File: src/pkg/ssw_pkg.sv
// constants and carrier types of the supply supervisor and window watchdog
// Function
// - either enable input turns on or holds regulators while battery is valid
// - regulators go off only when both enable inputs are inactive or battery is not valid
// - stand-by regulator enable ignores both enable inputs
// - over-temperature disables buck until the cool-down indication returns
// - primary reset pulls low while the 5 V rail is out of range
// - secondary reset pulls low while mid or external rail is out of range
// - each reset releases 160 ticks after its rails return in range
// - with primary reset high, monitor low exactly during stand-by undervoltage
// - undervoltage during primary reset holds monitor low until delay after release
// - watchdog off after reset, started by trigger held low after release
// - trigger high before start hold time leaves watchdog inactive
// - watchdog switches off whenever secondary reset goes low
// - started watchdog ignores the trigger for the ignore window
// - open window ends at timeout or at once on a valid trigger
// - closed window lasts one window time, then open window again
// - valid trigger needs two high samples then two low samples
// - trigger whose last low sample lands in open window is no fault
// - missing or closed-window trigger pulls fault output low one window
// - stopped time base keeps closed window, so every second trigger faults
// - all supply enables except stand-by drop immediately when both inputs are inactive
package ssw_pkg;
    localparam int CLK_PERIOD_NS = 5;
    localparam int TICK_NS_PER_NF = 50000;
    localparam int DELAY_CAP_PF = 1000;
    localparam int TICK_CYCLES_DFLT =
        TICK_NS_PER_NF / CLK_PERIOD_NS * DELAY_CAP_PF / 1000;
    localparam int SAMPLE_PERIOD_NS = 1000;
    localparam int SAMPLE_CYCLES =
        (SAMPLE_PERIOD_NS + CLK_PERIOD_NS - 1) / CLK_PERIOD_NS;
    localparam logic [15:0] RESET_DELAY_TICKS = 16'h00A0;
    localparam logic [15:0] INIT_HOLD_TICKS = 16'h0004;
    localparam logic [15:0] IGNORE_TICKS = 16'h0040;
    localparam logic [15:0] WINDOW_TICKS = 16'h0020;
    localparam logic [15:0] MON_DELAY_TICKS = 16'h0008;
    localparam logic [3:0] TRIG_PATTERN = 4'hC;

    // comparator results, one bit each, high means condition present
    typedef struct packed {
        logic battery_ok;
        logic ot_shutdown;
        logic ot_cooled;
        logic rail_5v_ok;
        logic rail_mid_ok;
        logic ext_fb_ok;
        logic standby_uv;
    } ssw_status_type;

    // enables towards the analog supply blocks
    typedef struct packed {
        logic charge_pump;
        logic buck;
        logic regulators;
        logic trackers;
        logic standby;
    } ssw_supply_en_type;

    typedef enum logic [4:0] {
        WD_OFF = 5'h01,
        WD_HOLD = 5'h02,
        WD_IGNORE = 5'h04,
        WD_OPEN = 5'h08,
        WD_CLOSED = 5'h10
    } ssw_wd_state_type;
endpackage : ssw_pkg

File: src/design/ssw_sync.sv
// two-stage synchroniser for a bundle of comparator levels
`timescale 1ns/10ps
module ssw_sync #(
    parameter int W = 1
) (
    input wire logic clk,
    input wire logic srst,
    input wire logic [W-1:0] d,
    output logic [W-1:0] q
);
    logic [W-1:0] meta_ff;

    // first stage feeds only the second stage
    always_ff @(posedge clk)
    begin
        if (srst)
        begin
            meta_ff <= '0;
            q <= '0;
        end
        else
        begin
            meta_ff <= d;
            q <= meta_ff;
        end
    end
endmodule : ssw_sync

File: src/design/ssw_rst_gen.sv
// reset generator with release delay counted in time-base ticks
`timescale 1ns/10ps
module ssw_rst_gen
    import ssw_pkg::*;
(
    input wire logic clk,
    input wire logic srst,
    input wire logic rail_ok,
    input wire logic tick,
    output logic released
);
    logic [15:0] cnt_ff;

    // any excursion drops reset at once; release waits the full delay
    always_ff @(posedge clk)
    begin
        if (srst || !rail_ok)
        begin
            cnt_ff <= 16'h0000;
            released <= 1'b0;
        end
        else if (tick && !released)
        begin
            if (cnt_ff == RESET_DELAY_TICKS - 16'h0001)
                released <= 1'b1;
            cnt_ff <= cnt_ff + 16'h0001;
        end
    end

    rel_delay_a: assert property (@(posedge clk) disable iff (srst)
        $rose(released) |-> cnt_ff == RESET_DELAY_TICKS)
        else $error("reset released before its delay");
endmodule : ssw_rst_gen

File: src/design/ssw_top.sv
// supervisor top: enables, resets, stand-by monitor, window watchdog
`timescale 1ns/10ps
module ssw_top
    import ssw_pkg::*;
#(
    parameter int TICK_CYCLES = ssw_pkg::TICK_CYCLES_DFLT
) (
    input wire logic REF_CLK,
    input wire logic SRST,
    input wire logic IGNITION_ENABLE_IN,
    input wire logic CONTROLLER_ENABLE_IN,
    input wire ssw_pkg::ssw_status_type RAIL_STATUS,
    input wire logic TIMEBASE_STOP,
    input wire logic WD_TRIGGER_IN,
    input wire logic RESET_OUT_PRIMARY_IN,
    input wire logic RESET_OUT_SECONDARY_IN,
    output ssw_pkg::ssw_supply_en_type SUPPLY_EN,
    output logic RESET_OUT_PRIMARY_DRV,
    output logic RESET_OUT_PRIMARY_OE,
    output logic RESET_OUT_SECONDARY_DRV,
    output logic RESET_OUT_SECONDARY_OE,
    output logic STANDBY_MONITOR_OUT,
    output logic WD_FAULT_OUT,
    output logic WD_ACTIVE
);
    import ssw_pkg::*;

    // ----------------------------------------
    // declarations
    // ----------------------------------------
    ssw_status_type sts;
    logic [31:0] tick_cnt_ff;
    logic [31:0] smp_cnt_ff;
    logic tick_ff;
    logic smp_ff;
    logic en_any;
    logic ot_ff;
    logic rst1_rel;
    logic rst2_rel;
    logic rst1_hi;
    logic rst2_hi;
    logic rst2_hi_q_ff;
    logic mon_lat_ff;
    logic nxt_mon_lat;
    logic [15:0] mon_cnt_ff;
    logic [3:0] hist_ff;
    logic trig_ok;
    ssw_wd_state_type state_ff;
    ssw_wd_state_type nxt_state;
    logic [15:0] win_cnt_ff;
    logic [15:0] nxt_win_cnt;
    logic fault_evt;
    logic [15:0] flt_cnt_ff;

    // ----------------------------------------
    // comparator synchronisation and time base
    // ----------------------------------------
    // comparators are asynchronous analog results
    ssw_sync #(
        .W($bits(ssw_status_type))
    ) u_sync (
        .clk(REF_CLK),
        .srst(SRST),
        .d(RAIL_STATUS),
        .q(sts)
    );

    // tick of the capacitor oscillator; a stop freezes all windows
    always_ff @(posedge REF_CLK)
    begin
        if (SRST)
        begin
            tick_cnt_ff <= 32'h0000_0000;
            tick_ff <= 1'b0;
        end
        else if (TIMEBASE_STOP)
        begin
            tick_ff <= 1'b0;
        end
        else if (tick_cnt_ff == 32'(TICK_CYCLES - 1))
        begin
            tick_cnt_ff <= 32'h0000_0000;
            tick_ff <= 1'b1;
        end
        else
        begin
            tick_cnt_ff <= tick_cnt_ff + 32'h0000_0001;
            tick_ff <= 1'b0;
        end
    end

    // trigger sampling keeps running without the oscillator,
    // otherwise a dead time base could never be reported
    always_ff @(posedge REF_CLK)
    begin
        if (SRST || smp_cnt_ff == 32'(SAMPLE_CYCLES - 1))
            smp_cnt_ff <= 32'h0000_0000;
        else
            smp_cnt_ff <= smp_cnt_ff + 32'h0000_0001;
    end

    always_ff @(posedge REF_CLK)
    begin
        if (SRST)
            smp_ff <= 1'b0;
        else
            smp_ff <= (smp_cnt_ff == 32'(SAMPLE_CYCLES - 1));
    end

    // ----------------------------------------
    // device enable and thermal shutdown
    // ----------------------------------------
    assign en_any = IGNITION_ENABLE_IN | CONTROLLER_ENABLE_IN;

    // latch holds off buck until the cooled comparator confirms
    always_ff @(posedge REF_CLK)
    begin
        if (SRST)
            ot_ff <= 1'b0;
        else if (sts.ot_shutdown)
            ot_ff <= 1'b1;
        else if (sts.ot_cooled)
            ot_ff <= 1'b0;
    end

    // all main enables fall in one cycle, no sequencing
    always_ff @(posedge REF_CLK)
    begin
        if (SRST)
        begin
            SUPPLY_EN <= '0;
        end
        else
        begin
            SUPPLY_EN.charge_pump <= en_any & sts.battery_ok;
            SUPPLY_EN.buck <= en_any & sts.battery_ok
                & ~ot_ff & ~sts.ot_shutdown;
            SUPPLY_EN.regulators <= en_any & sts.battery_ok;
            SUPPLY_EN.trackers <= en_any & sts.battery_ok;
            SUPPLY_EN.standby <= sts.battery_ok;
        end
    end

    // ----------------------------------------
    // reset outputs
    // ----------------------------------------
    ssw_rst_gen u_rst1 (
        .clk(REF_CLK),
        .srst(SRST),
        .rail_ok(sts.rail_5v_ok),
        .tick(tick_ff),
        .released(rst1_rel)
    );

    ssw_rst_gen u_rst2 (
        .clk(REF_CLK),
        .srst(SRST),
        .rail_ok(sts.rail_mid_ok & sts.ext_fb_ok),
        .tick(tick_ff),
        .released(rst2_rel)
    );

    // open drain: drive value is always low, enable pulls the line
    always_ff @(posedge REF_CLK)
    begin
        if (SRST)
        begin
            RESET_OUT_PRIMARY_DRV <= 1'b0;
            RESET_OUT_PRIMARY_OE <= 1'b1;
            RESET_OUT_SECONDARY_DRV <= 1'b0;
            RESET_OUT_SECONDARY_OE <= 1'b1;
        end
        else
        begin
            RESET_OUT_PRIMARY_DRV <= 1'b0;
            RESET_OUT_PRIMARY_OE <= ~rst1_rel;
            RESET_OUT_SECONDARY_DRV <= 1'b0;
            RESET_OUT_SECONDARY_OE <= ~rst2_rel;
        end
    end

    // wire level counts, so another party holding a reset is seen too
    assign rst1_hi = RESET_OUT_PRIMARY_IN & ~RESET_OUT_PRIMARY_OE;
    assign rst2_hi = RESET_OUT_SECONDARY_IN & ~RESET_OUT_SECONDARY_OE;

    // ----------------------------------------
    // stand-by monitor
    // ----------------------------------------
    // latch remembers an undervoltage seen while primary reset was low
    always_comb
    begin
        nxt_mon_lat = mon_lat_ff;
        if (sts.standby_uv && !rst1_hi)
            nxt_mon_lat = 1'b1;
        else if (mon_lat_ff && rst1_hi && tick_ff
            && mon_cnt_ff == MON_DELAY_TICKS - 16'h0001)
            nxt_mon_lat = 1'b0;
    end

    always_ff @(posedge REF_CLK)
    begin
        if (SRST)
        begin
            mon_lat_ff <= 1'b0;
            mon_cnt_ff <= 16'h0000;
            STANDBY_MONITOR_OUT <= 1'b1;
        end
        else
        begin
            mon_lat_ff <= nxt_mon_lat;
            if (!mon_lat_ff || !rst1_hi)
                mon_cnt_ff <= 16'h0000;
            else if (tick_ff)
                mon_cnt_ff <= mon_cnt_ff + 16'h0001;
            STANDBY_MONITOR_OUT <= ~sts.standby_uv & ~nxt_mon_lat;
        end
    end

    // ----------------------------------------
    // trigger qualification
    // ----------------------------------------
    // oldest sample in the top bit; high high low low is one edge
    assign trig_ok = smp_ff
        && {hist_ff[2:0], WD_TRIGGER_IN} == TRIG_PATTERN;

    always_ff @(posedge REF_CLK)
    begin
        if (SRST)
            hist_ff <= 4'h0;
        else if (smp_ff)
            hist_ff <= {hist_ff[2:0], WD_TRIGGER_IN};
    end

    always_ff @(posedge REF_CLK)
    begin
        if (SRST)
            rst2_hi_q_ff <= 1'b0;
        else
            rst2_hi_q_ff <= rst2_hi;
    end

    // ----------------------------------------
    // window watchdog sequencer
    // ----------------------------------------
    // a trigger in the closed window restarts an open window, so a
    // frozen closed window faults on every second trigger
    always_comb
    begin
        nxt_state = state_ff;
        nxt_win_cnt = win_cnt_ff;
        fault_evt = 1'b0;
        case (state_ff)
            WD_OFF:
            begin
                if (rst2_hi && !rst2_hi_q_ff)
                begin
                    nxt_state = WD_HOLD;
                    nxt_win_cnt = 16'h0000;
                end
            end
            WD_HOLD:
            begin
                if (WD_TRIGGER_IN)
                    nxt_state = WD_OFF;
                else if (tick_ff)
                begin
                    nxt_win_cnt = win_cnt_ff + 16'h0001;
                    if (win_cnt_ff == INIT_HOLD_TICKS - 16'h0001)
                    begin
                        nxt_state = WD_IGNORE;
                        nxt_win_cnt = 16'h0000;
                    end
                end
            end
            WD_IGNORE:
            begin
                if (tick_ff)
                begin
                    nxt_win_cnt = win_cnt_ff + 16'h0001;
                    if (win_cnt_ff == IGNORE_TICKS - 16'h0001)
                    begin
                        nxt_state = WD_OPEN;
                        nxt_win_cnt = 16'h0000;
                    end
                end
            end
            WD_OPEN:
            begin
                if (trig_ok)
                begin
                    nxt_state = WD_CLOSED;
                    nxt_win_cnt = 16'h0000;
                end
                else if (tick_ff)
                begin
                    nxt_win_cnt = win_cnt_ff + 16'h0001;
                    if (win_cnt_ff == WINDOW_TICKS - 16'h0001)
                    begin
                        fault_evt = 1'b1;
                        nxt_win_cnt = 16'h0000;
                    end
                end
            end
            WD_CLOSED:
            begin
                if (trig_ok)
                begin
                    fault_evt = 1'b1;
                    nxt_state = WD_OPEN;
                    nxt_win_cnt = 16'h0000;
                end
                else if (tick_ff)
                begin
                    nxt_win_cnt = win_cnt_ff + 16'h0001;
                    if (win_cnt_ff == WINDOW_TICKS - 16'h0001)
                    begin
                        nxt_state = WD_OPEN;
                        nxt_win_cnt = 16'h0000;
                    end
                end
            end
            default:
            begin
                nxt_state = WD_OFF;
                nxt_win_cnt = 16'h0000;
            end
        endcase
        if (!rst2_hi)
        begin
            nxt_state = WD_OFF;
            fault_evt = 1'b0;
        end
    end

    always_ff @(posedge REF_CLK)
    begin
        if (SRST)
        begin
            state_ff <= WD_OFF;
            win_cnt_ff <= 16'h0000;
            WD_ACTIVE <= 1'b0;
        end
        else
        begin
            state_ff <= nxt_state;
            win_cnt_ff <= nxt_win_cnt;
            WD_ACTIVE <= (nxt_state == WD_IGNORE)
                || (nxt_state == WD_OPEN) || (nxt_state == WD_CLOSED);
        end
    end

    // ----------------------------------------
    // fault output
    // ----------------------------------------
    // low for one window time after each fault, a new fault restarts it
    always_ff @(posedge REF_CLK)
    begin
        if (SRST)
        begin
            flt_cnt_ff <= 16'h0000;
            WD_FAULT_OUT <= 1'b1;
        end
        else if (fault_evt)
        begin
            flt_cnt_ff <= WINDOW_TICKS;
            WD_FAULT_OUT <= 1'b0;
        end
        else if (tick_ff && flt_cnt_ff != 16'h0000)
        begin
            flt_cnt_ff <= flt_cnt_ff - 16'h0001;
            if (flt_cnt_ff == 16'h0001)
                WD_FAULT_OUT <= 1'b1;
        end
    end

    // ----------------------------------------
    // checks
    // ----------------------------------------
    en_or_a: assert property (@(posedge REF_CLK) disable iff (SRST)
        (en_any && sts.battery_ok) |=> SUPPLY_EN.regulators)
        else $error("regulators not enabled by an enable input");

    all_off_a: assert property (@(posedge REF_CLK) disable iff (SRST)
        !IGNITION_ENABLE_IN && !CONTROLLER_ENABLE_IN
        |=> !SUPPLY_EN.charge_pump && !SUPPLY_EN.buck
        && !SUPPLY_EN.regulators && !SUPPLY_EN.trackers)
        else $error("supply enables kept with both inputs inactive");

    stby_en_a: assert property (@(posedge REF_CLK) disable iff (SRST)
        $past(sts.battery_ok) == SUPPLY_EN.standby)
        else $error("stand-by enable follows something else");

    ot_buck_a: assert property (@(posedge REF_CLK) disable iff (SRST)
        sts.ot_shutdown ##1 !sts.ot_cooled |=> !SUPPLY_EN.buck)
        else $error("buck enabled before cooling");

    rst_pull_a: assert property (@(posedge REF_CLK) disable iff (SRST)
        !sts.rail_5v_ok |=> ##1 RESET_OUT_PRIMARY_OE)
        else $error("primary reset not pulled on bad 5V rail");

    rst2_pull_a: assert property (@(posedge REF_CLK) disable iff (SRST)
        !sts.ext_fb_ok || !sts.rail_mid_ok |=> ##1 RESET_OUT_SECONDARY_OE)
        else $error("secondary reset not pulled on bad rail");

    mon_fail_a: assert property (@(posedge REF_CLK) disable iff (SRST)
        sts.standby_uv |=> !STANDBY_MONITOR_OUT)
        else $error("monitor high during stand-by undervoltage");

    mon_hold_a: assert property (@(posedge REF_CLK) disable iff (SRST)
        mon_lat_ff && !rst1_hi |=> !STANDBY_MONITOR_OUT)
        else $error("monitor released while primary reset low");

    wd_off_a: assert property (@(posedge REF_CLK) disable iff (SRST)
        !rst2_hi |=> state_ff == WD_OFF && !WD_ACTIVE)
        else $error("watchdog running with secondary reset low");

    ign_trig_a: assert property (@(posedge REF_CLK) disable iff (SRST)
        state_ff == WD_IGNORE && rst2_hi && WD_FAULT_OUT
        |=> state_ff != WD_CLOSED && WD_FAULT_OUT)
        else $error("trigger acted on during ignore window");

    open_trig_a: assert property (@(posedge REF_CLK) disable iff (SRST)
        state_ff == WD_OPEN && trig_ok && rst2_hi
        |=> state_ff == WD_CLOSED && win_cnt_ff == 16'h0000)
        else $error("valid trigger did not close the window");

    fault_low_a: assert property (@(posedge REF_CLK) disable iff (SRST)
        fault_evt |=> !WD_FAULT_OUT && flt_cnt_ff == WINDOW_TICKS)
        else $error("fault did not pull the output low");
endmodule : ssw_top

File: config.mk
export PLATFORM = sky130hd
export DESIGN_NAME = ssw_top
export DESIGN_NICKNAME = d
export VERILOG_FILES = /design/src/pkg/ssw_pkg.sv /design/src/design/ssw_sync.sv /design/src/design/ssw_rst_gen.sv /design/src/design/ssw_top.sv
export SDC_FILE = /design/constraint.sdc
export NUM_CORES = 1
export LEC_CHECK = 0
export BUFFER_PORTS_ARGS = -buffer_cell sky130_fd_sc_hd__buf_2
export CAP_MARGIN = 20
export CELL_PAD_IN_SITES_DETAIL_PLACEMENT = 0
export CELL_PAD_IN_SITES_GLOBAL_PLACEMENT = 2
export CORE_MARGIN = 2
export CORE_UTILIZATION = 42
export DETAILED_ROUTE_END_ITERATION = 12
export PLACE_DENSITY = 0.94
export SLEW_MARGIN = 20
export SYNTH_ARGS = -nofsm -noshare
export SYNTH_HDL_FRONTEND = slang
export SYNTH_SLANG_ARGS = --single-unit
File: constraint.sdc
create_clock -name REF_CLK -period 4.04 [get_ports REF_CLK]
set_input_delay 0.808 -clock REF_CLK [delete_from_list [all_inputs] [get_ports REF_CLK]]
set_output_delay 0.808 -clock REF_CLK [all_outputs]
set_load 0.01 [all_outputs]
==> flow_summary_export.csv, run 1 <==
group,metric,value,unit
floorplan,ios,27,
setup_path,worst_setup_path_end_kind,"flop",
setup_path,cp_slowest_stage_delay,570,ps
routing,routedWlPerCell,12.98,um
clocking,insertion_delay,430,ps
synthesis,synth_area,8065,sq um
sta,fin_crit_sh,0.6155,
floorplan,die_h,142.6,um
power_and_ir_drop,power_density,394.5,nW/um^2
global_route,grt_start_max_net_pins,33,
synthesis,synth_cell_types,67,
synthesis,synth-edff-count,0,
routing,ant_nets,0,
sta,max_freq,0.4022,GHz
run_status,status,"complete, no violations",
synthesis,postSynthCellCount,929,
clocking,cts_tree,"yes",
placement,place_congestion,0.7591,
floorplan,row_count,50,
floorplan,die_x,142.6,um
routing,vias,6181,
clocking,post_cts_buffers,0,
setup_path,cpMostUsedCell,"and3_1",
setup_path,crit_type,"flop to flop",
cells_and_area,syn_to_final_growth,10.95,%
synthesis,synthFlopType,"dfxtp_1",
sta,setup_ws,1554,ps
synthesis,postSynthAreaPerCell,8.682,sq um
synthesis,synth_top_cell_by_area,"dfxtp_1",
setup_path,crit_slowest_cell,"or3_2",
cells_and_area,fin_util,0.4768,
clocking,clkSlewWorstSetupHoldPaths,70,ps
synthesis,yosysMostFrequentCell,"dfxtp_1",
clocking,ctsLongestPathBuffers,2,
setup_path,cpLargestDelayFamily,"simple AND/OR/NAND/NOR gates",
floorplan,initial_core_util,0.4297,
placement,io_buffers,24,
setup_path,crit_path_max_fanout,15,
sta,setup_viol,0,
setup_path,crit_required,4390,ps
clocking,cts_buffers,17,
cells_and_area,nets,969,
clocking,cts_sinks,181,
synthesis,ys_ff_latch,181,
synthesis,synth_area_leaders,"dfxtp_1 (45%), nor2_1 (6.7%), xor2_1 (6.6%)",
routing,drc,0,
cells_and_area,multi_input_area,4189,sq um
global_route,grt_usage,0.1616,
sta,clock_skew,12.54,ps
routing,firstDrtPassIters,5,
synthesis,yosysWarnings,0,
clocking,post_cts_resize_count,0,
worst_hold_path,holdCritPathClass,"flop to flop",
setup_path,critPathBufInv,0,
clocking,hold_buffers,0,
job,maxCapViolCount,0,
cells_and_area,regArea,3623,sq um
placement,dp_hpwl,10520,um
cells_and_area,fillers,1830,
routing,drt_iter0_drc,402,
setup_path,cp-start-kind,"flop",
global_route,antenna_found_initial,0,
clocking,cts_max_level,4,
global_route,grt_pass1_vias,5727,
synthesis,synth-seq-area-share,0.4493,
synthesis,synth_top_cells_by_count,"dfxtp_1 (181), nor2_1 (145), xor2_1 (61), nand2_1 (56), nand3_1 (50)",
cells_and_area,antenna_cells,0,
cells_and_area,drive_above_1_share,0.08655,
routing,viasPerCell,5.181,
synthesis,synth_top_area_frac,0.4493,
power_and_ir_drop,ir_drop,0.2687,mV
global_route,grt_pass1_wl,26900,um
floorplan,dieArea,20330,sq um
sta,slew_viol_final,0,
floorplan,core,18770,sq um
clocking,clockRootBuffer,"clkbuf_16",
sta,rsz0062_at_grt,"no",
sta,worst_slew_pin_slew,780.0,ps
setup_path,worstPathArrival,2840,ps
sta,layout_min_cycle_time,2486,ps
placement,dp_slack,1254,ps
setup_path,crit_chain,"ha_1 > and3_1 > and3_1 > a31oi_1 > o2111ai_2 > or3_2 > o21ai_0",
sta,finalSetupTns,0,ps
synthesis,asyncSetResetFlopFracSynth,0,
global_route,grt-ovfl-total,0,
power_and_ir_drop,p_leak,3.068,nW
sta,finalHoldViolCount,0,
sta,relSlewSlack,0.4760,
routing,routed_wirelength,15490,um
==> final timing paths <==
kind / slack (ps) / depth (start not counted) / end / startpoint
worst max register to register: 1550 / 7 / win_cnt_ff[5] / win_cnt_ff[0]
worst min-delay path: 410 / 1 / RESET_OUT_SECONDARY_OE / u_rst2.released
worst max-delay path: 1550 / 7 / win_cnt_ff[5] / win_cnt_ff[0]
worst min register to register: 410 / 1 / RESET_OUT_SECONDARY_OE / u_rst2.released
==> state kept, by name, indices dropped and copies added (netlist names), 3 cells and up <==
| register | cells |
|---|---|
| u_rst2.cnt_ff | 16 |
| SUPPLY_EN | 3 |
| smp_cnt_ff | 32 |
| state_ff | 5 |
| u_rst1.cnt_ff | 16 |
| tick_cnt_ff | 32 |
| win_cnt_ff | 16 |
| flt_cnt_ff | 16 |
| mon_cnt_ff | 16 |
| hist_ff | 3 |
| u_sync.meta_ff | 7 |
| u_sync.q | 7 |
==> routing by layer <==
metal,GRT usage,vias up,part of all wire
met2,0.2535,65,0.44
met4,0.05628,0,0.013
li1,-,3261,-
met5,0,-,0
met3,0.03365,13,0.027
met1,0.2208,2842,0.52
==> stage by stage <==
| step | instances | total power [mW] | instance area [sq um] | hold slack, ps |
|---|---|---|---|---|
| global route | 1193 | 3.673 | 8949 | 453.6 |
| CTS | 1193 | 3.583 | 8949 | 416.3 |
| finish | 1193 | 3.530 | 8949 | 412.6 |
| floorplan | 930 | 1.888 | 8069 | 371.1 |
| global placement | 1161 | 1.907 | 8349 | 404.0 |
| detailed placement | 1161 | 1.909 | 8349 | 402.8 |
==> logic make-up (layout without fill, tap and decap cells) <==
| group | count (synthesis) | after routing | share of synthesized area |
|---|---|---|---|
| AND/OR/NAND/NOR | 465 | 465 | 0.2982 |
| AO/OA/AOI/OAI | 102 | 102 | 0.08098 |
| other | 1 | 2 | 0.0004650 |
| adder cells (fa/ha/maj) | 8 | 8 | 0.01241 |
| buffers and inverters | 57 | 86 | 0.03227 |
| XOR/XNOR | 106 | 106 | 0.1151 |
| multiplexers | 9 | 9 | 0.01133 |
| flip-flops | 181 | 181 | 0.4493 |
==> layout by cell type, fill, tap and decap left out, types with 28 or more instances in the layout <==
master	n
a21oi_1	35
dfxtp_1	181
nand2_1	56
nand3_1	50
nand4_1	31
nor2_1	145
nor3_1	28
o21ai_0	30
xnor2_1	45
xor2_1	61
==> cell type report <==
cell class,instances,share of cell area
multi-input combinational,692,0.4681
clock inverter,11,0.01552
tap,234,0.03272
clock buffer,21,0.05145
sequential,181,0.4049
timing repair buffer,27,0.01594
inverter,27,0.01133
==> worst reg2reg max path, cell delays in order, from the launching register on <==
cell	delay (ps)
dfxtp_1	350
ha_1	270
and3_1	210
and3_1	290
a31oi_1	250
o2111ai_2	390
or3_2	580
o21ai_0	70
==> report_power, final <==
| group | switching (mW) | internal, mW |
|---|---|---|
| clock network | 0.707 | 0.958 |
| logic | 0.0412 | 0.0216 |
| registers | 0.00637 | 1.80 |
No activity file was read; power rests on OpenSTA's default activity.
==> run 2: changes to the inputs <==
--- a/config.mk
+++ b/config.mk
@@ -10,9 +10,9 @@
 export CELL_PAD_IN_SITES_DETAIL_PLACEMENT = 0
 export CELL_PAD_IN_SITES_GLOBAL_PLACEMENT = 2
 export CORE_MARGIN = 2
-export CORE_UTILIZATION = 42
+export CORE_UTILIZATION = 39
 export DETAILED_ROUTE_END_ITERATION = 12
-export PLACE_DENSITY = 0.94
+export PLACE_DENSITY = 0.89
 export SLEW_MARGIN = 20
 export SYNTH_ARGS = -nofsm -noshare
 export SYNTH_HDL_FRONTEND = slang
==> constraint.sdc (replaced) <==
create_clock -name REF_CLK -period 2.4 [get_ports REF_CLK]
set_input_delay 0.48 -clock REF_CLK [delete_from_list [all_inputs] [get_ports REF_CLK]]
set_output_delay 0.48 -clock REF_CLK [all_outputs]
set_load 0.01 [all_outputs]
==> run 2 against run 1 <==
Via count rose by 0.76%. Clock skew increased by 1.5 ps. Utilization down 2.3 points. Count of clock-buffer cells in the layout decreased by 3. Die area increased by 7.5%. Final area increased by 2.6%. Largest cell class unchanged. Highest routed layer unchanged.
==> flow_summary_export.csv, run 2 (same netlist as run 1, synthesis figures left out) <==
group,metric,value,unit
power_and_ir_drop,power_density,641.5,nW/um^2
routing,routed_wirelength,15860,um
routing,m1WireLength,8125,um
routing,viasPerCell,4.978,
clocking,post_cts_resize_count,0,
cells_and_area,nets,991,
floorplan,row_count,52,
sta,relSlewSlack,0.5851,
sta,clock_skew,14.00,ps
clocking,cts_buffers,17,
placement,placed_area,8572,sq um
sta,finalHoldViolCount,0,
setup_path,cpLargestDelayFamily,"simple AND/OR/NAND/NOR gates",
setup_path,crit_required,2760,ps
routing,highest_layer,"met4",
clocking,ctsLongestPathBuffers,2,
setup_path,cpMostUsedCell,"and3_1",
sta,finalSetupTns,0,ps
power_and_ir_drop,ir_drop,0.5080,mV
sta,setup_viol,0,
clocking,insertion_delay,440,ps
cells_and_area,syn_to_final_growth,13.85,%
clocking,post_cts_buffers,0,
routing,drt_iter0_drc,382,
routing,ant_nets,0,
global_route,grt_start_max_net_pins,33,
floorplan,dieArea,21850,sq um
cells_and_area,fillers,2003,
setup_path,crit_chain,"ha_1 > and3_1 > and3_1 > a31oi_2 > o2111ai_4 > buf_4 > or3_1 > o21ai_0",
sta,max_freq,0.4647,GHz
cells_and_area,final_cell_mix,"dfxtp_1 (181), nor2_1 (145), xor2_1 (61), nand2_1 (56), nand3_1 (50)",
power_and_ir_drop,power.total,5.891,mW
clocking,clkSlewWorstSetupHoldPaths,70,ps
cells_and_area,final_common_cell,"dfxtp_1",
cells_and_area,drive_above_1_share,0.1111,
setup_path,worstPathArrival,2510,ps
job,maxCapViolCount,0,
setup_path,cp-start-kind,"flop",
cells_and_area,antenna_cells,0,
routing,vias,6228,
setup_path,crit_type,"flop to flop",
placement,io_buffers,24,
global_route,antenna_found_initial,1,
sta,fin_crit_sh,0.8967,
setup_path,crit_path_max_fanout,7,
routing,drc,0,
floorplan,core,20230,sq um
power_and_ir_drop,p_leak,3.184,nW
sta,worst_slew_pin_slew,620.6,ps
floorplan,die_h,147.8,um
sta,worst_hold_slack,261.2,ps
routing,met2_length,7131,um
setup_path,crit_slowest_cell,"dfxtp_1",
sta,layout_min_cycle_time,2152,ps
placement,dp_hpwl,10890,um
setup_path,critPathBufInv,1,
global_route,grt-ovfl-total,0,
clocking,cts_max_level,4,
clocking,clockRootBuffer,"clkbuf_16",
clocking,cts_tree,"yes",
run_status,status,"complete, no violations",
setup_path,worst_setup_path_end_kind,"flop",
worst_hold_path,holdCritPathClass,"input port to flop",
routing,met3_length,368,um
sta,rsz0062_at_grt,"no",
placement,place_congestion,0.8087,
global_route,grt_pass1_wl,27430,um
cells_and_area,fin_area,9183,sq um
floorplan,initial_core_util,0.3986,
cells_and_area,top_regs,"smp_cnt_ff: 32 flops, tick_cnt_ff: 32 flops",
placement,dp.cells,1219,
setup_path,cp_slowest_stage_delay,340,ps
cells_and_area,fin_cells,1251,
floorplan,die_x,147.8,um
clocking,cts_sinks,181,
routing,firstDrtPassIters,4,
floorplan,ios,27,
global_route,grt_usage,0.1522,
routing,routedWlPerCell,12.68,um
clocking,hold_buffers,0,
sta,slew_viol_final,0,
global_route,grt_pass1_vias,5684,
run 2: cell count changes in the layout (fill, tap and decap cells not counted), moves of 2 or more:
cell	before	now
clkinv_2	0	2
clkbuf_1	2	0
buf_4	3	24
inv_6	3	5
run 2: worst paths after layout:
check | from | to | slack [ps] | cells after the start
worst min register to register | ot_ff | SUPPLY_EN[3] | 420 | 1
worst max-delay path | win_cnt_ff[0] | win_cnt_ff[15] | 250 | 8
worst min-delay path | RAIL_STATUS[5] | u_sync.meta_ff[5] | 260 | 2
worst max register to register | win_cnt_ff[0] | win_cnt_ff[15] | 250 | 8
run 2: per-stage QoR:
step	setup WS, ps	util
5_1_grt	25.63	0.4538
4_1_cts	90.85	0.4523
3_5_place_dp	92.92	0.4236
6_report	247.8	0.4538
3_3_place_gp	109.0	0.4236
2_1_floorplan	325.3	-
run 2: metal layers:
layer | up-vias | GRT usage
met5 | - | 0
met4 | 0 | 0.05721
met3 | 22 | 0.03580
met2 | 41 | 0.2347
met1 | 2847 | 0.2076
li1 | 3318 | -
run 2: report_power, final:
| part | switching, mW | leakage (nW) | internal [mW] |
|---|---|---|---|
| Combinational | 0.0696 | 1.44 | 0.0428 |
| Clock | 1.26 | 0.286 | 1.49 |
| Sequential | 0.0103 | 1.46 | 3.02 |
run 2: cell type report:
| cell class | count | area [sq um] | area share |
|---|---|---|---|
| multi-input combinational | 692 | 4220 | 0.4596 |
| sequential | 181 | 3623 | 0.3946 |
| clock buffer | 18 | 439.2 | 0.04783 |
| tap | 270 | 337.8 | 0.03679 |
| timing repair buffer | 49 | 320.3 | 0.03488 |
| clock inverter | 14 | 140.1 | 0.01526 |
| inverter | 27 | 101.3 | 0.01104 |
==> run 3: changes to the inputs <==
--- a/config.mk
+++ b/config.mk
@@ -9,8 +9,8 @@
 export CAP_MARGIN = 20
 export CELL_PAD_IN_SITES_DETAIL_PLACEMENT = 0
 export CELL_PAD_IN_SITES_GLOBAL_PLACEMENT = 2
-export CORE_MARGIN = 2
 export CORE_UTILIZATION = 39
+export CTS_CLUSTER_DIAMETER = 50
 export DETAILED_ROUTE_END_ITERATION = 12
 export PLACE_DENSITY = 0.89
 export SLEW_MARGIN = 20
==> run 3 against run 2 <==
Routed wire length up 1.6%. Register-to-register slack worse by 50 ps. Worst setup slack got worse by 45 ps. Cell count shrank 0.40%. Count of clock-buffer cells in the layout rose by 1. Utilization barely moved. Non-clock buffer count fell by 5. Hold slack improved by 0.58 ps. Flip-flop and latch count unchanged. Critical endpoint is now win_cnt_ff[1]. First-iteration DRC count decreased by 26%. Largest power group is now the clock network. Critical path type unchanged. Sequential power hardly changed.
==> flow_summary_export.csv, run 3 (same netlist as run 1, synthesis figures left out) <==
group,metric,value,unit
run_status,status,"complete, no violations",
global_route,antenna_found_initial,0,
global_route,grt_pass1_vias,6035,
cells_and_area,fin_area,9193,sq um
clocking,cts_sinks,181,
floorplan,die_x,145.8,um
cells_and_area,top_regs,"smp_cnt_ff: 32 flops, tick_cnt_ff: 32 flops",
power_and_ir_drop,ir_drop,0.4716,mV
job,maxCapViolCount,0,
floorplan,initial_core_util,0.3986,
routing,firstDrtPassIters,4,
setup_path,cp-start-kind,"flop",
clocking,hold_buffers,0,
clocking,post_cts_buffers,0,
global_route,grt-ovfl-total,0,
floorplan,core,20230,sq um
placement,dp_slack,176.6,ps
clocking,post_cts_resize_count,0,
clocking,clockRootBuffer,"clkbuf_16",
setup_path,cp_slowest_stage_delay,510,ps
setup_path,worst_setup_path_end_kind,"flop",
cells_and_area,drive_above_1_share,0.1066,
cells_and_area,syn_to_final_growth,13.98,%
sta,clock_skew,10.19,ps
floorplan,dieArea,21260,sq um
sta,finalHoldViolCount,0,
routing,drc,0,
floorplan,ios,27,
setup_path,crit_type,"flop to flop",
cells_and_area,antenna_cells,0,
placement,placed_area,8534,sq um
global_route,grt_pass1_wl,28810,um
sta,setup_viol,0,
cells_and_area,nets,986,
routing,viasPerCell,5.059,
power_and_ir_drop,power_frac_seq,0.489,
setup_path,crit_path_max_fanout,13,
sta,relSlewSlack,0.5462,
floorplan,die_h,145.8,um
sta,worst_slew_pin_slew,678.8,ps
power_and_ir_drop,p_leak,3.186,nW
setup_path,crit_slowest_cell,"a21oi_2",
power_and_ir_drop,p_sw_frac,0.2125,
clocking,clkSlewWorstSetupHoldPaths,70,ps
power_and_ir_drop,power_density,674.9,nW/um^2
routing,ant_nets,0,
sta,finalSetupTns,0,ps
routing,vias,6303,
sta,slew_viol_final,0,
clocking,cts_max_level,4,
setup_path,crit_required,2770,ps
sta,fin_crit_sh,0.9156,
global_route,grt_start_max_net_pins,33,
setup_path,cpLargestDelayFamily,"compound AO/OA/AOI/OAI gates",
power_and_ir_drop,pwr-share-comb,0.018,
setup_path,critPathBufInv,0,
clocking,ctsLongestPathBuffers,2,
setup_path,worstPathArrival,2570,ps
floorplan,row_count,52,
sta,rsz0062_at_grt,"no",
routing,routed_wirelength,16120,um
routing,drt_iter0_drc,282,
sta,layout_min_cycle_time,2197,ps
placement,dp.cells,1214,
sta,worst_hold_slack,261.8,ps
setup_path,cpMostUsedCell,"and3_1",
clocking,cts_tree,"yes",
cells_and_area,final_common_cell,"dfxtp_1",
sta,max_freq,0.4551,GHz
placement,io_buffers,24,
cells_and_area,fin_cells,1246,
power_and_ir_drop,p_int,4.886,mW
power_and_ir_drop,power.total,6.204,mW
cells_and_area,final_cell_mix,"dfxtp_1 (181), nor2_1 (145), xor2_1 (61), nand2_1 (56), nand3_1 (50)",
power_and_ir_drop,clockPowerShare,0.493,
global_route,grt_usage,0.1629,
clocking,insertion_delay,420,ps
placement,place_congestion,0.8088,
routing,routedWlPerCell,12.93,um
clocking,cts_buffers,17,
sta,setup_ws,202.6,ps
placement,dp_hpwl,11130,um
cells_and_area,fin_util,0.4543,
power_and_ir_drop,p_sw,1.318,mW
setup_path,crit_chain,"ha_1 > and3_1 > and3_1 > a31o_2 > a21oi_2 > and3_1 > a22o_1",
worst_hold_path,holdCritPathClass,"input port to flop",
==> run 3: path summary, 6_finish.rpt <==
| check | startpoint | endpoint | slack (ps) | cells after the start |
|---|---|---|---|---|
| worst min register to register | u_rst1.released | RESET_OUT_PRIMARY_OE | 420 | 1 |
| worst max-delay path | win_cnt_ff[0] | win_cnt_ff[1] | 200 | 7 |
| worst min-delay path | RAIL_STATUS[0] | u_sync.meta_ff[0] | 260 | 2 |
| worst max register to register | win_cnt_ff[0] | win_cnt_ff[1] | 200 | 7 |
==> run 3: power groups by stage <==
stage	Clock (mW)	Combinational (mW)	Sequential, mW
2_1_floorplan	0	0.0746	3.10
3_3_place_gp	0	0.114	3.10
3_5_place_dp	0	0.116	3.10
4_1_cts	3.14	0.116	3.03
5_1_grt	3.28	0.127	3.04
6_report	3.06	0.113	3.03
==> run 3: worst register-to-register path, cell delays in order, from the launching register on <==
cell,delay [ps]
dfxtp_1,340
ha_1,260
and3_1,210
and3_1,200
a31o_2,270
a21oi_2,510
and3_1,240
a22o_1,110
==> run 3: routing by layer <==
| metal | vias up | wire length [um] | track usage |
|---|---|---|---|
| met5 | - | 0 | 0 |
| met1 | 2935 | 8455 | 0.2301 |
| met3 | 13 | 458 | 0.02915 |
| met4 | 0 | 194 | 0.05211 |
| met2 | 61 | 7007 | 0.2505 |
| li1 | 3294 | - | - |
==> run 3: final cells by class <==
type                    count  area, sq um
well taps                 270        337.8
multi-input cells         692         4202
clock inverters            13        192.7
inverters                  27        101.3
fillers                  1983        11040
clock buffers              19        452.9
repair buffers             44        282.8
flip-flops and latches    181         3623
